[src/logic/zqc_pkg.sv]
// Summary of operation
// - long command runs engine, then updates impedances
// - controller issues long command during initialization
// - first long after reset gets initial period
// - later long commands get operating period
// - short command finishes within short period
// - short command corrects error within 64 cycles
// - controller spaces short commands by drift formula
// - channel stays quiet during any calibration period
// - calibration current path off once calibrated
// - all banks precharged before any calibration
// - calibration allowed during lock time after self refresh
// - no self recalibration on self-refresh exit
// - calibration waits self-refresh exit delay
// - shared reference resistor calibrations never overlap (two controllers ready in the same cycle both issue)
// - pull-up tuned before pull-down, both codes stored together at transfer
`default_nettype none

package zqc_pkg;
  // ==========================================================
  // timing, in clock_cycles of the command clock, plus counter width, code width and mid code
  localparam int INIT_CYCLES = 512;
  localparam int OPER_CYCLES = 256;
  localparam int SHORT_CYCLES = 64;
  localparam int SR_EXIT_CYCLES = 8;
  localparam int PRECHARGE_CYCLES = 4;
  localparam int CNT_W = 16;
  localparam int CODE_W = 6;
  localparam int DRIFT_CYCLES = 32;
  localparam logic [CODE_W-1:0] CODE_MID = 6'h20;

  // ==========================================================
  // command encoding on the link
  typedef enum logic [1:0] {
    ZQC_NOP = 2'h0,
    ZQC_LONG = 2'h1,
    ZQC_SHORT = 2'h2
  } zqc_cmd_t;

  // ==========================================================
  // engine phases
  typedef enum logic [2:0] {
    ZQC_IDLE = 3'h0,
    ZQC_PULLUP = 3'h1,
    ZQC_PULLDN = 3'h2,
    ZQC_XFER = 3'h3,
    ZQC_WAIT = 3'h4
  } zqc_state_t;
endpackage : zqc_pkg

`default_nettype wire

[src/logic/zqc_if.sv]
`default_nettype none

interface zqc_if;
  // ==========================================================
  // command channel from controller to device
  zqc_pkg::zqc_cmd_t cmd;
  logic cmdValid;
  logic otherActivity;
  logic allPrecharged;
  logic selfRefresh;
  // device status back to controller side
  logic busy;

  modport device (
    input cmd, cmdValid, otherActivity, allPrecharged, selfRefresh,
    output busy
  );
  modport controller (
    output cmd, cmdValid, otherActivity, allPrecharged, selfRefresh,
    input busy
  );
endinterface : zqc_if

`default_nettype wire

[src/logic/zqc_device.sv]
`default_nettype none

module zqc_device #(
  parameter int INIT_CYCLES = zqc_pkg::INIT_CYCLES,
  parameter int OPER_CYCLES = zqc_pkg::OPER_CYCLES,
  parameter int SHORT_CYCLES = zqc_pkg::SHORT_CYCLES,
  parameter int CODE_W = zqc_pkg::CODE_W
) (
  // clock and reset
  input wire logic clk,
  input wire logic nrst,
  // link
  zqc_if.device link,
  // comparator from reference pin, high when leg is too strong
  input wire logic cmpHigh,
  // calibration results and analog controls
  output logic [CODE_W-1:0] pullUpCode,
  output logic [CODE_W-1:0] pullDownCode,
  output logic calCurrentOn,
  output logic calDone
);
  // ==========================================================
  // comparator sync, it is an analog level
  logic cmpMeta;
  logic cmpSync;
  always_ff @(posedge clk or negedge nrst) begin
    if (!nrst) begin
      cmpMeta <= 1'b0;
      cmpSync <= 1'b0;
    end else begin
      cmpMeta <= cmpHigh;
      cmpSync <= cmpMeta;
    end
  end

  // ==========================================================
  // sequencer
  zqc_pkg::zqc_state_t state;
  logic firstDone;
  logic [zqc_pkg::CNT_W-1:0] timer;
  logic [zqc_pkg::CNT_W-1:0] tuneCnt;
  logic [CODE_W-1:0] approxReg;
  logic [CODE_W-1:0] pdTrial;
  logic accept;
  logic [zqc_pkg::CNT_W-1:0] budget;
  logic [zqc_pkg::CNT_W-1:0] halfBudget;

  // self refresh has no path here: only a command starts a run
  assign accept = link.cmdValid && (link.cmd != zqc_pkg::ZQC_NOP)
    && state == zqc_pkg::ZQC_IDLE;

  always_comb begin
    if (link.cmd == zqc_pkg::ZQC_SHORT) begin
      budget = zqc_pkg::CNT_W'(SHORT_CYCLES);
    end else if (!firstDone) begin
      budget = zqc_pkg::CNT_W'(INIT_CYCLES);
    end else begin
      budget = zqc_pkg::CNT_W'(OPER_CYCLES);
    end
  end
  // half of the window for pull-up, the rest less one cycle for pull-down, transfer in the last cycle
  assign halfBudget = budget >> 1;

  always_ff @(posedge clk or negedge nrst) begin
    if (!nrst) begin
      state <= zqc_pkg::ZQC_IDLE;
      timer <= '0;
      tuneCnt <= '0;
      firstDone <= 1'b0;
    end else begin
      case (state)
        zqc_pkg::ZQC_IDLE: begin
          if (accept) begin
            state <= zqc_pkg::ZQC_PULLUP;
            timer <= budget - 1'b1;
            tuneCnt <= halfBudget - 1'b1;
            if (link.cmd == zqc_pkg::ZQC_LONG) begin
              firstDone <= 1'b1;
            end
          end
        end
        zqc_pkg::ZQC_PULLUP: begin
          timer <= timer - 1'b1;
          tuneCnt <= tuneCnt - 1'b1;
          if (tuneCnt == '0) begin
            state <= zqc_pkg::ZQC_PULLDN;
            tuneCnt <= timer - 2'h2;
          end
        end
        zqc_pkg::ZQC_PULLDN: begin
          timer <= timer - 1'b1;
          tuneCnt <= tuneCnt - 1'b1;
          if (tuneCnt == '0) begin
            state <= zqc_pkg::ZQC_XFER;
          end
        end
        zqc_pkg::ZQC_XFER: begin
          state <= zqc_pkg::ZQC_IDLE;
        end
        default: begin
          state <= zqc_pkg::ZQC_IDLE;
        end
      endcase
    end
  end

  // ==========================================================
  // successive tuning, one step per cycle; a short run of 64 cycles
  // covers far more than the small drift it must correct
  always_ff @(posedge clk or negedge nrst) begin
    if (!nrst) begin
      approxReg <= zqc_pkg::CODE_MID;
      pdTrial <= zqc_pkg::CODE_MID;
    end else if (state == zqc_pkg::ZQC_PULLUP) begin
      if (cmpSync && approxReg != '0) begin
        approxReg <= approxReg - 1'b1;
      end else if (!cmpSync && approxReg != '1) begin
        approxReg <= approxReg + 1'b1;
      end
    end else if (state == zqc_pkg::ZQC_PULLDN) begin
      if (cmpSync && pdTrial != '0) begin
        pdTrial <= pdTrial - 1'b1;
      end else if (!cmpSync && pdTrial != '1) begin
        pdTrial <= pdTrial + 1'b1;
      end
    end
  end

  // ==========================================================
  // codes reach the IO only at transfer, never mid-tune
  always_ff @(posedge clk or negedge nrst) begin
    if (!nrst) begin
      pullUpCode <= zqc_pkg::CODE_MID;
      pullDownCode <= zqc_pkg::CODE_MID;
      calDone <= 1'b0;
    end else begin
      calDone <= 1'b0;
      if (state == zqc_pkg::ZQC_XFER) begin
        pullUpCode <= approxReg;
        pullDownCode <= pdTrial;
        calDone <= 1'b1;
      end
    end
  end

  // current only while legs are being compared
  assign calCurrentOn = state == zqc_pkg::ZQC_PULLUP
    || state == zqc_pkg::ZQC_PULLDN;
  assign link.busy = state != zqc_pkg::ZQC_IDLE;
endmodule : zqc_device

`default_nettype wire

[src/flat_wrapper.sv]
// flat-port wrapper written by rule: the top's interface ports become plain ports
module zqc_device_flat 
#(
  parameter int INIT_CYCLES = zqc_pkg::INIT_CYCLES,
  parameter int OPER_CYCLES = zqc_pkg::OPER_CYCLES,
  parameter int SHORT_CYCLES = zqc_pkg::SHORT_CYCLES,
  parameter int CODE_W = zqc_pkg::CODE_W
)
  (clk, nrst, cmpHigh, pullUpCode, pullDownCode, calCurrentOn, calDone, link_cmd, link_cmdValid, link_otherActivity, link_allPrecharged, link_selfRefresh, link_busy);
  zqc_if link_i ();
  input wire logic clk;
  input wire logic nrst;
  input wire logic cmpHigh;
  output logic [CODE_W-1:0] pullUpCode;
  output logic [CODE_W-1:0] pullDownCode;
  output logic calCurrentOn;
  output logic calDone;
  input wire logic [$bits(link_i.cmd)-1:0] link_cmd;
  input wire logic [$bits(link_i.cmdValid)-1:0] link_cmdValid;
  input wire logic [$bits(link_i.otherActivity)-1:0] link_otherActivity;
  input wire logic [$bits(link_i.allPrecharged)-1:0] link_allPrecharged;
  input wire logic [$bits(link_i.selfRefresh)-1:0] link_selfRefresh;
  output wire logic [$bits(link_i.busy)-1:0] link_busy;
  assign link_i.cmd = link_cmd;
  assign link_i.cmdValid = link_cmdValid;
  assign link_i.otherActivity = link_otherActivity;
  assign link_i.allPrecharged = link_allPrecharged;
  assign link_i.selfRefresh = link_selfRefresh;
  assign link_busy = link_i.busy;
  zqc_device #(.INIT_CYCLES(INIT_CYCLES), .OPER_CYCLES(OPER_CYCLES), .SHORT_CYCLES(SHORT_CYCLES), .CODE_W(CODE_W)) u_core (.clk(clk), .nrst(nrst), .link(link_i), .cmpHigh(cmpHigh), .pullUpCode(pullUpCode), .pullDownCode(pullDownCode), .calCurrentOn(calCurrentOn), .calDone(calDone));
endmodule
[config.mk]
export PLATFORM = sky130hd
export DESIGN_NAME = zqc_device_flat
export DESIGN_NICKNAME = d
export VERILOG_FILES = /design/src/logic/zqc_pkg.sv /design/src/logic/zqc_if.sv /design/src/logic/zqc_device.sv /design/src/flat_wrapper.sv
export SDC_FILE = /design/constraint.sdc
export NUM_CORES = 1
export LEC_CHECK = 0
export BUFFER_PORTS_ARGS = -buffer_cell sky130_fd_sc_hd__buf_2
export CELL_PAD_IN_SITES_DETAIL_PLACEMENT = 0
export CELL_PAD_IN_SITES_GLOBAL_PLACEMENT = 1
export CORE_ASPECT_RATIO = 0.75
export CORE_MARGIN = 8
export CORE_UTILIZATION = 33
export CTS_CLUSTER_SIZE = 16
export DETAILED_ROUTE_END_ITERATION = 12
export GPL_ROUTABILITY_DRIVEN = 0
export MAX_ROUTING_LAYER = met4
export PLACE_DENSITY_LB_ADDON = 0.1
export SLEW_MARGIN = 5
export SYNTH_ARGS = -nofsm -noshare
export SYNTH_HDL_FRONTEND = slang
export SYNTH_SLANG_ARGS = --single-unit
export TNS_END_PERCENT = 50
[constraint.sdc]
create_clock -name clk -period 2.8 [get_ports clk]
set_input_delay 0.14 -clock clk [delete_from_list [all_inputs] [get_ports clk]]
set_output_delay 0.14 -clock clk [all_outputs]
set_load 0.005 [all_outputs]
# After elaboration in Yosys (flattened, before gate mapping)
# Cells that the tools add are included.
# op_classes
bitwise	1
n_eq_ne	10
mux	16
n_addsub	9
n_reduce_logical	25
# op_table
operator	count
16-bit two-way mux	3
16-bit one-hot mux with 3 select lines	1
16-bit one-hot mux with 2 select lines	1
16-bit by 1-bit subtractor with 16-bit output (second input constant)	2
6-bit two-way mux	4
10-bit two-way mux	2
16-bit logical NOT	1
16-bit by 2-bit subtractor with 16-bit output (second input constant)	1
6-bit by 1-bit adder with 6-bit output (second input constant)	2
6-bit inequality test (second input constant)	2
6-bit nonzero test	2
6-bit by 1-bit subtractor with 6-bit output (second input constant)	2
10-bit by 1-bit subtractor with 11-bit output (second input constant)	1
9-bit by 1-bit subtractor with 10-bit output (second input constant)	1
3-bit two-way mux	3
3-bit one-hot mux with 3 select lines	1
3-bit AND reduction	3
2-bit nonzero test	4
3-bit by 2-bit equality test with 1-bit output (second input constant)	2
1-bit logical AND	6
2-bit by 1-bit inequality test with 1-bit output (second input constant)	3
2-bit AND reduction	3
3-bit nonzero test	2
3-bit by 1-bit equality test with 1-bit output (second input constant)	1
8 further kinds	8
# totals
wordCells	72
out_inout_bits	15
ff_bits	63
input_bits	9

# Depth between registers and ports, before layout
# Gate-level depths: netlist (run 1).
# logic_depth
word_depth	5
mapped_depth	12
mapped_depth_nobuf	10

# Worst setup path before layout (run 1)
# Ideal clock, no wire load.
# synth_timing
path_kind	flip-flop to flip-flop
from	register u_core.state[0]
to	register u_core.timer[12] (netlist name)
arrival_ns	2.389
stages_incl_launch_ff	12
setup_ns	0.126
n_path_buf	4
required_ns	2.674
period_less_slack_ns	2.515
setup_slack_ns	0.285
cell_sequence	dfrtp_1 inv_1 ha_1 clkbuf_1 buf_2 clkbuf_1 nand2_1 ha_1 clkbuf_2 nand4_1 nor2_1 a221o_1
# synth_via
elab_chain_cells	4
elab_cells_between_ends	9
classes_between	eq/ne (3); mux (1); reduce/logical (5)
# synth_lines
item	line	text
start: declaration	zqc_device.sv:38	zqc_pkg::zqc_state_t state;
start signal: assignment	zqc_device.sv:66	state <= zqc_pkg::ZQC_IDLE;
start signal: assignment	zqc_device.sv:74	state <= zqc_pkg::ZQC_PULLUP;
start signal: assignment	zqc_device.sv:86	state <= zqc_pkg::ZQC_PULLDN;
3-bit by 2-bit equality test with 1-bit output (tied with other cells)	zqc_device.sv:71	case (state)
2-bit OR reduction (no source line) / 1-bit logical AND (equally long branches)	--	
2-bit nonzero test (no source line) / 2-bit by 1-bit inequality test with 1-bit output (equally long branches)	--	
2-bit AND reduction (no source line)	--	
end signal: assignment	zqc_device.sv:75	timer <= budget - 1'b1;
end signal: assignment	zqc_device.sv:83	timer <= timer - 1'b1;
end signal: assignment	zqc_device.sv:91	timer <= timer - 1'b1;
end: declaration	zqc_device.sv:40	logic [zqc_pkg::CNT_W-1:0] timer;
# Several ways; a longest one is shown, not always the timed one.
# A chain may end at the register's enable or synchronous reset.

# Worst setup path after layout (run 1)
# layout_timing
from	register u_core.approxReg[1]
to	register u_core.approxReg[4]
# layout_via
elab_chain_cells	4
elab_cells_between_ends	10
classes_between	add/sub (2); eq/ne (1); mux (2); reduce/logical (5)
# layout_lines
item	line	text
start: declaration	zqc_device.sv:42	logic [CODE_W-1:0] approxReg;
start signal: assignment	zqc_device.sv:112	approxReg <= zqc_pkg::CODE_MID;
start signal: assignment	zqc_device.sv:116	approxReg <= approxReg - 1'b1;
start signal: assignment	zqc_device.sv:118	approxReg <= approxReg + 1'b1;
parallel branches: the longest is 4 deep, another holds 6-bit by 1-bit adder with 6-bit output	--	
# Several ways; the timed one is not identified. The select of a mux whose other input is x is not followed.

==> results of run 1 <==
## registers in the layout, summed over array words and instances (netlist names)
signal and flops:
u_core.cmpMeta 1, u_core.state 2, u_core.pullUpCode 6, u_core.pdTrial 6, u_core.pullDownCode 6, u_core.approxReg 6, u_core.tuneCnt 16, u_core.firstDone 1
u_core.calDone 1, u_core.cmpSync 1, u_core.timer 16
## critical path: cells and delay by family (launching register included)
family,cells,cell delay (ps)
AO/OA/AOI/OAI,3,750
XOR/XNOR,1,80
adder cells (fa/ha/maj),1,440
flip-flops,1,440
multiplexers,1,260
AND/OR/NAND/NOR,1,540
## cells in the mapped netlist, drive strengths merged (4+ instances only)
library cell,instances,area share
nor3,9,0.014
mux2,18,0.050
ha,15,0.047
nand2,31,0.029
buf,8,0.011
inv,18,0.017
xnor2,18,0.041
nand2b,7,0.011
a31oi,9,0.014
a211oi,7,0.014
or4,6,0.011
o31ai,8,0.016
a21o,6,0.011
xor2,11,0.024
nand3,14,0.019
o211ai,6,0.011
clkbuf,17,0.016
dfstp,4,0.026
nor2,32,0.030
nor4,8,0.021
o21ai,35,0.044
a21oi,28,0.035
dfrtp,58,0.36
## stage by stage
stage | setup WS [ps] | cell area [µm²]
after floorplan | 285 | 4020
after global placement | 169 | 4440
after detailed placement | 166 | 4440
after CTS | 139 | 4800
after global routing | 15.2 | 4800
final | 161 | 4800
## routing by layer
layer / share of wire / track usage / routed length (µm) / vias to the layer above
met5: 0 / - / 0 / -
met4: 0.0045 / 0.0377 / 49 / 0
met3: 0.023 / 0.0282 / 251 / 4
met2: 0.41 / 0.199 / 4500 / 34
met1: 0.56 / 0.219 / 6070 / 1630
li1: - / - / - / 1660
## layout by cell type, fill, tap and decap left out, types with 4 or more instances in the layout
cell,Yosys,final
mux2_2,18,18
o31ai_1,7,7
a211oi_1,6,6
buf_2,5,20
o211ai_1,6,6
nor4_1,4,4
nor3_1,7,7
dfstp_2,4,4
a21o_1,6,6
or4_1,6,6
nand2_1,31,31
nand3_1,13,13
nor2_1,32,32
xor2_1,11,11
dfrtp_1,58,57
a31oi_1,9,9
nand2b_1,7,7
buf_4,0,29
clkbuf_16,0,9
inv_1,18,17
ha_1,15,15
a21oi_1,28,27
o21ai_0,34,34
xnor2_1,17,17
## cell families after synthesis
| kind of cell | Yosys count | share of synthesized area |
|---|---|---|
| muxes | 21 | 0.0579 |
| DFF | 62 | 0.387 |
| and+or+nand+nor | 128 | 0.178 |
| xor gates and xnor gates | 29 | 0.0650 |
| buffers and inverters | 43 | 0.0439 |
| AOI/OAI and AO/OA | 130 | 0.212 |
| adders and majority gates | 17 | 0.0566 |
## what timing repair did
| item | CTS | global route |
|---|---|---|
| resized for setup | 0 | 2 |
| hold endpoints to repair | 25 | 0 |
| endpoints found under the setup margin | 0 | 3 |
| hold buffers | 2 | 0 |
## power by group
group | switching (mW) | internal [mW] | leakage [nW]
logic | 1.77 | 1.43 | 1.13
clock network | 0.421 | 0.868 | 0.159
registers | 0.418 | 1.29 | 0.745
## how the worst min path moves through the flow
| stage | from | to | slack (ps) | depth (start not counted) |
|---|---|---|---|---|
| floorplan | nrst | u_core.approxReg[0] | -160 | 0 |
| global placement | nrst | u_core.pullUpCode[2] | 220 | 1 |
| detailed placement | nrst | u_core.pullUpCode[2] | 220 | 1 |
| CTS | link_cmdValid | u_core.firstDone | 80 | 2 |
| global route | link_cmdValid | u_core.firstDone | 100 | 2 |
| finish | link_cmdValid | u_core.firstDone | 90 | 2 |
## cell type report
class | instances | area (µm²)
well taps | 166 | 208
clock buffers | 10 | 229
clock inverters | 6 | 110
flip-flops and latches | 62 | 1560
multi-input cells | 325 | 2290
fillers | 1250 | 7280
inverters | 18 | 67.6
repair buffers | 51 | 338
==> qor.yml, run 1 <==
status: "complete, no violations"
crit_path_start: "u_core.approxReg[1]"
areaGrowthSynthToFinish_pct: 19.4
critical_path.max_stage_delay_ps: 540
postLayoutCoreUtil: 0.397
syn_area_per_cell_um2: 9.35
diodes: 0
grtUsageTotal: 0.148
grt_max_degree: 29
rsz0062_at_grt: "no"
synth_nets: 456
vias: 3328
ys_ff_latch: 62
first_global_vias: 3396
finalPower_mw: 6.19
dpl.cell_count: 620
post-cts-setup-buffers: 0
tightest_slew_ps: 653
crit_path_start_kind: "flop"
routed_via_density: 5.22
total_leakage_power_nw: 2.03
die_w_um: 143
crit_chain: "or4_1 > o31a_1 > fa_1 > a21o_1 > a21oi_1 > xnor2_1 > mux2_2"
fmax_ghz: 0.379
fin_crit_ps: 2640
synthesis.instances: 430
critPathKind: "reg -> reg"
htree_levels: 3
cp_max_fo: 7
final.period_utilization: 0.942
wirelength_um: 10900
power_density_nw_per_um2: 1290
ys_seq_area_frac: 0.387
reg2reg_depth: 7
finalClockSkew_ps: 8.59
synth-main-ff-cell: "dfrtp_1"
rows: 35
regToRegEndpoint: "u_core.approxReg[4]"
rr_startpoint: "u_core.approxReg[1]"
drc_errors: 0
cts.sinks: 62
antenna_left: 0
cp-endpoint: "u_core.approxReg[4]"
worst_ep_required_time_ps: 3010
finalNonFillerCells: 638
hold_viol: 0
hold_ws_ps: 88.6
initial_utilization: 0.333
initialDrtViolationCount: 218
cts-root-buf: "clkbuf_16"
ioPinCount: 24
setup_violations: 0
nNetsFinal: 493
grt-ovfl-total: 0
clk_latency_ps: 330
cts_tree: "done"
hold_class: "in -> reg"
synth.distinct_cells: 67
drv_cap: 0
finalSetupTns_ps: 0
drive_above_1_share: 0.222
peakVddDrop_uv: 525
reg2reg_slack_ps: 160
wire_per_inst_um: 17.0
clockBufferDepth: 2
clkTransAtPathRegs_ps: 60
dp_hpwl_um: 7970
grt_pass1_wl_um: 18200
critical_path.slowest_cell: "or4_1"
slew_headroom: 0.565
drt_pass1_iterations: 4
antenna_found_initial: 0
ys_warn_count: 0
endpoint_kind: "flop"
cts_made_buffers: 9
report.final.slew_viol_count: 0
core_um2: 12100
synthArstFlopShare: 1.00
syn-cell-area_um2: 4020
io_buffer_count: 20
dieArea_um2: 16000
synth_edf_count: 0
die_h_um: 112
worstPathArrival_ps: 2850
(Power assumes the default switching activity.)
==> run 2: changes to the inputs <==
--- a/config.mk
+++ b/config.mk
@@ -16,6 +16,8 @@
 export GPL_ROUTABILITY_DRIVEN = 0
 export MAX_ROUTING_LAYER = met4
 export PLACE_DENSITY_LB_ADDON = 0.1
+export REMOVE_ABC_BUFFERS = 1
+export SKIP_LAST_GASP = 1
 export SLEW_MARGIN = 5
 export SYNTH_ARGS = -nofsm -noshare
 export SYNTH_HDL_FRONTEND = slang
==> run 2 against run 1 <==
Against the previous run: the flow now finishes with violations (negative hold slack); global-route usage decreased by 0.10 points; sequential power is essentially flat; wire length fell by 1.1%; maximum frequency is 1.3% higher; sequential share of layout area up 0.75 points; count of clock-buffer cells in the layout is the same; die area did not move; design area fell by 2.3%; largest power group unchanged; highest routed layer unchanged.
==> qor.yml, run 2 (synthesized netlist as in run 1, its figures left out) <==
report.final.slew_viol_count: 0
worstPathArrival_ps: 2820
wirelength_um: 10800
intPower_mw: 3.26
routed_via_density: 5.23
reg2reg_slack_ps: 200
hold_class: "in -> async"
fmax_ghz: 0.384
p_clk_frac: 0.174
initial_utilization: 0.333
endpoint_kind: "flop"
antenna_found_initial: 0
drc_errors: 0
tightest_slew_ps: 1020
hold_ws_ps: -17.5
violations: "negative hold slack"
finalSetupTns_ps: 0
grtUsageTotal: 0.147
cts_made_buffers: 9
crit_path_start_kind: "flop"
p_sw_frac: 0.444
clk_latency_ps: 330
slew_headroom: 0.322
fin_area_um2: 4690
grt_pass1_wl_um: 18000
postLayoutCoreUtil: 0.388
setup_violations: 0
cts.sinks: 62
rsz0062_at_grt: "no"
drive_above_1_share: 0.214
worst_ep_required_time_ps: 3010
vias: 3313
fin_crit_ps: 2600
grt-ovfl-total: 0
rr_startpoint: "u_core.approxReg[3]"
dieArea_um2: 16000
antenna_left: 0
rows: 35
critPathKind: "reg -> reg"
cp_max_fo: 7
grt_max_degree: 44
first_global_vias: 3283
dp_hpwl_um: 7740
layout_common_cells: "dfrtp_1, o21ai_0, nor2_1"
largestRegisters: "u_core.timer: 16 flops, u_core.tuneCnt: 16 flops"
finalPower_mw: 5.86
ioPinCount: 24
total_leakage_power_nw: 1.98
initialDrtViolationCount: 272
hold_viol: 17
p_comb_frac: 0.539
clkTransAtPathRegs_ps: 60
placed_area_um2: 4410
critical_path.slowest_cell: "or4_1"
drt_pass1_iterations: 5
cts_tree: "done"
finalClockSkew_ps: 5.60
die_w_um: 143
power_density_nw_per_um2: 1250
status: "complete, but fails checks"
drv_cap: 0
regToRegEndpoint: "u_core.approxReg[4]"
critical_path.max_stage_delay_ps: 500
peakVddDrop_uv: 503
htree_levels: 3
clockBufferDepth: 2
reg2reg_depth: 7
final.period_utilization: 0.930
cts-root-buf: "clkbuf_16"
io_buffer_count: 20
nNetsFinal: 488
crit_chain: "or4_1 > o31a_1 > fa_1 > a21o_1 > a21oi_1 > xnor2_1 > mux2_2"
final_common_cell: "dfrtp_1"
core_um2: 12100
die_h_um: 112
diodes: 0
wire_per_inst_um: 17.0
post-cts-setup-buffers: 0
p_switching_mw: 2.60
seqPwrFrac: 0.287
areaGrowthSynthToFinish_pct: 16.6
[run 2: cell count changes in the layout (fill, tap and decap cells not counted), sizes merged]
cell         before  now
buf              49   45
clkinv            1    4
dlygate4sd3       2    1
bufinv            3    0
[run 2: power by group through the flow]
stage	clock network [mW]	registers [mW]	logic [mW]
global placement	0	1.69	3.15
finish	1.02	1.68	3.16
floorplan	0	1.64	2.09
CTS	1.05	1.68	3.18
detailed placement	0	1.70	3.17
global route	1.09	1.74	3.57
[run 2: worst max-delay path by stage]
stage                             start                  end  cells after the start
floorplan               u_core.state[0]     u_core.timer[11]                      5
global placement      u_core.pdTrial[2]    u_core.pdTrial[5]                     10
detailed placement    u_core.pdTrial[2]    u_core.pdTrial[5]                     10
CTS                   u_core.pdTrial[2]    u_core.pdTrial[5]                     10
global route          u_core.pdTrial[2]    u_core.pdTrial[5]                     10
finish              u_core.approxReg[3]  u_core.approxReg[4]                      7
[run 2: metrics by stage]
stage / std cells / worst slack [ps]
6_report: 633 / 196
5_1_grt: 633 / 2.20
4_1_cts: 633 / 155
3_5_place_dp: 616 / 179
3_3_place_gp: 616 / 194
2_1_floorplan: 405 / -192
[run 2: timing repair]
action | CTS | global route
setup endpoints to repair | 0 | 1
hold endpoints to repair | 1 | 0
gates resized for setup | 0 | 1
hold buffers | 1 | 0
[run 2: worst max-delay path, delay by kind of cell, from the launching register on]
| family | cells | cell delay [ps] |
|---|---|---|
| compound gates | 3 | 780 |
| xor+xnor | 1 | 80 |
| fa+ha+maj | 1 | 450 |
| flops | 1 | 420 |
| mux | 1 | 260 |
| simple gates | 1 | 500 |
[run 2: cell type report]
| cell class | count | area [µm²] |
|---|---|---|
| multi-input cells | 325 | 2290 |
| clock buffers | 10 | 229 |
| well taps | 166 | 208 |
| fillers | 1258 | 7400 |
| inverters | 18 | 67.6 |
| flip-flops and latches | 62 | 1560 |
| repair buffers | 46 | 298 |
| clock inverters | 6 | 38.8 |
[run 2: layer usage]
| layer | vias to the layer above | track usage | wire (µm) |
|---|---|---|---|
| met5 | - | - | 0 |
| met4 | 0 | 0.0314 | 42 |
| met3 | 2 | 0.0372 | 324 |
| met2 | 46 | 0.196 | 4510 |
| met1 | 1616 | 0.216 | 5880 |
| li1 | 1649 | - | - |
==> run 3: changes to the inputs <==
--- a/config.mk
+++ b/config.mk
@@ -6,8 +6,8 @@
 export NUM_CORES = 1
 export LEC_CHECK = 0
 export BUFFER_PORTS_ARGS = -buffer_cell sky130_fd_sc_hd__buf_2
-export CELL_PAD_IN_SITES_DETAIL_PLACEMENT = 0
-export CELL_PAD_IN_SITES_GLOBAL_PLACEMENT = 1
+export CELL_PAD_IN_SITES_DETAIL_PLACEMENT = 1
+export CELL_PAD_IN_SITES_GLOBAL_PLACEMENT = 2
 export CORE_ASPECT_RATIO = 0.75
 export CORE_MARGIN = 8
 export CORE_UTILIZATION = 33
==> run 3 against run 2 <==
Against the previous run: cell count decreased by 0.16%; the flow now finishes without violations; worst setup slack lost 45 ps; critical endpoint unchanged; combinational power is essentially flat; worst hold slack improved by 100 ps; wire length is 7.8% higher; maximum frequency shrank 1.7%; global-route usage rose by 1.5 points; register-to-register slack worse by 40 ps; design area is 1.1% higher; clock skew rose by 3.2 ps; highest routed layer unchanged.
==> qor.yml, run 3 (synthesized netlist as in run 1, its figures left out) <==
wire_per_inst_um: 18.3
fillers: 1402
critPathKind: "reg -> reg"
htree_levels: 3
grt-ovfl-total: 0
report.final.slew_viol_count: 0
nNetsFinal: 487
cp_max_fo: 6
vias: 3407
die_h_um: 112
setup_ws_ps: 152
dieArea_um2: 16000
ioPinCount: 24
crit_chain: "or4_1 > o31a_1 > fa_1 > a21o_1 > a21oi_1 > xnor2_1 > mux2_2"
hold_class: "in -> reg"
fin_crit_ps: 2650
drv_cap: 0
cts.sinks: 62
core_um2: 12100
power_density_nw_per_um2: 1280
antenna_found_initial: 0
finalNonFillerCells: 632
setup_violations: 0
grtUsageTotal: 0.162
finalClockSkew_ps: 8.77
cts-root-buf: "clkbuf_16"
dpl.cell_count: 612
grt_pass1_wl_um: 19800
io_buffer_count: 20
status: "complete, no violations"
initialDrtViolationCount: 160
worst_ep_required_time_ps: 3020
cts_tree: "done"
critical_path.slowest_cell: "or4_1"
clockBufferDepth: 2
endpoint_kind: "flop"
areaGrowthSynthToFinish_pct: 17.9
critical_path.max_stage_delay_ps: 530
routed_via_density: 5.39
dp_hpwl_um: 8400
cts_made_buffers: 9
clk_latency_ps: 340
slew_headroom: 0.583
total_leakage_power_nw: 1.99
final.period_utilization: 0.946
wirelength_um: 11600
place_ws_ps: 154
rsz0062_at_grt: "yes"
drc_errors: 0
diodes: 0
rows: 35
layout_common_cells: "dfrtp_1, o21ai_0, nor2_1"
hold_viol: 0
drt_pass1_iterations: 4
final_common_cell: "dfrtp_1"
largestRegisters: "u_core.timer: 16 flops, u_core.tuneCnt: 16 flops"
drive_above_1_share: 0.215
worstPathArrival_ps: 2860
first_global_vias: 3617
tightest_slew_ps: 623
antenna_left: 0
crit_path_start_kind: "flop"
die_w_um: 143
peakVddDrop_uv: 446
initial_utilization: 0.333
clkTransAtPathRegs_ps: 60
fmax_ghz: 0.378
grt_max_degree: 34
finalSetupTns_ps: 0
run 3: metal layers:
layer  vias to the layer above  part of all wire  GRT usage
met5                         -                 0          -
met4                         0             0.011     0.0419
met3                        12             0.024     0.0312
met2                        39              0.42      0.220
met1                      1714              0.55      0.237
li1                       1642                 -          -
run 3: final cells by class:
type	count	area (µm²)	share of cell area
clock inverter	7	97.6	0.0206
inverter	18	67.6	0.0143
clock buffer	9	225	0.0475
multi-input combinational	325	2290	0.484
tap	166	208	0.0438
timing repair buffer	45	293	0.0618
sequential	62	1560	0.329
run 3: worst paths after layout:
check,from,to,slack (ps),cells after the start
worst max register to register,u_core.approxReg[1],u_core.approxReg[4],150,7
max in group asynchronous,nrst,u_core.approxReg[1],1840,3
worst min-delay path,link_cmdValid,u_core.firstDone,90,2
min in group asynchronous,nrst,u_core.pullDownCode[3],210,2
worst max-delay path,u_core.approxReg[1],u_core.approxReg[4],150,7
worst min register to register,u_core.cmpMeta,u_core.cmpSync,360,0
run 3: critical path, delay by kind of cell, from the launching register on:
family | cells | cell delay (ps)
AO/OA/AOI/OAI | 3 | 790
XOR/XNOR | 1 | 80
adder cells (fa/ha/maj) | 1 | 430
flip-flops | 1 | 440
multiplexers | 1 | 260
AND/OR/NAND/NOR | 1 | 530
run 3: where the power goes:
group,internal (mW),total [mW],switching (mW)
sequential,1.29,1.73,0.437
clock,0.782,1.23,0.450
combinational,1.34,3.13,1.78
total,3.42,6.09,2.67
run 3: per-stage QoR:
| step | power, mW | hold slack [ps] | instance area [µm²] | util |
|---|---|---|---|---|
| detailed placement | 4.87 | 28.4 | 4380 | 0.363 |
| global placement | 4.81 | 24.9 | 4380 | 0.363 |
| floorplan | 3.73 | -156 | 3910 | - |
| global route | 6.65 | 86.3 | 4740 | 0.392 |
| finish | 6.09 | 85.5 | 4740 | 0.392 |
| CTS | 6.15 | 78.7 | 4720 | 0.391 |
run 3: repair_timing:
item                                   CTS  global route
setup endpoints to repair                0             3
endpoints found under the hold margin   10             0
gates resized for setup                  0             2
setup buffers                            0             2
hold buffers                             2             0
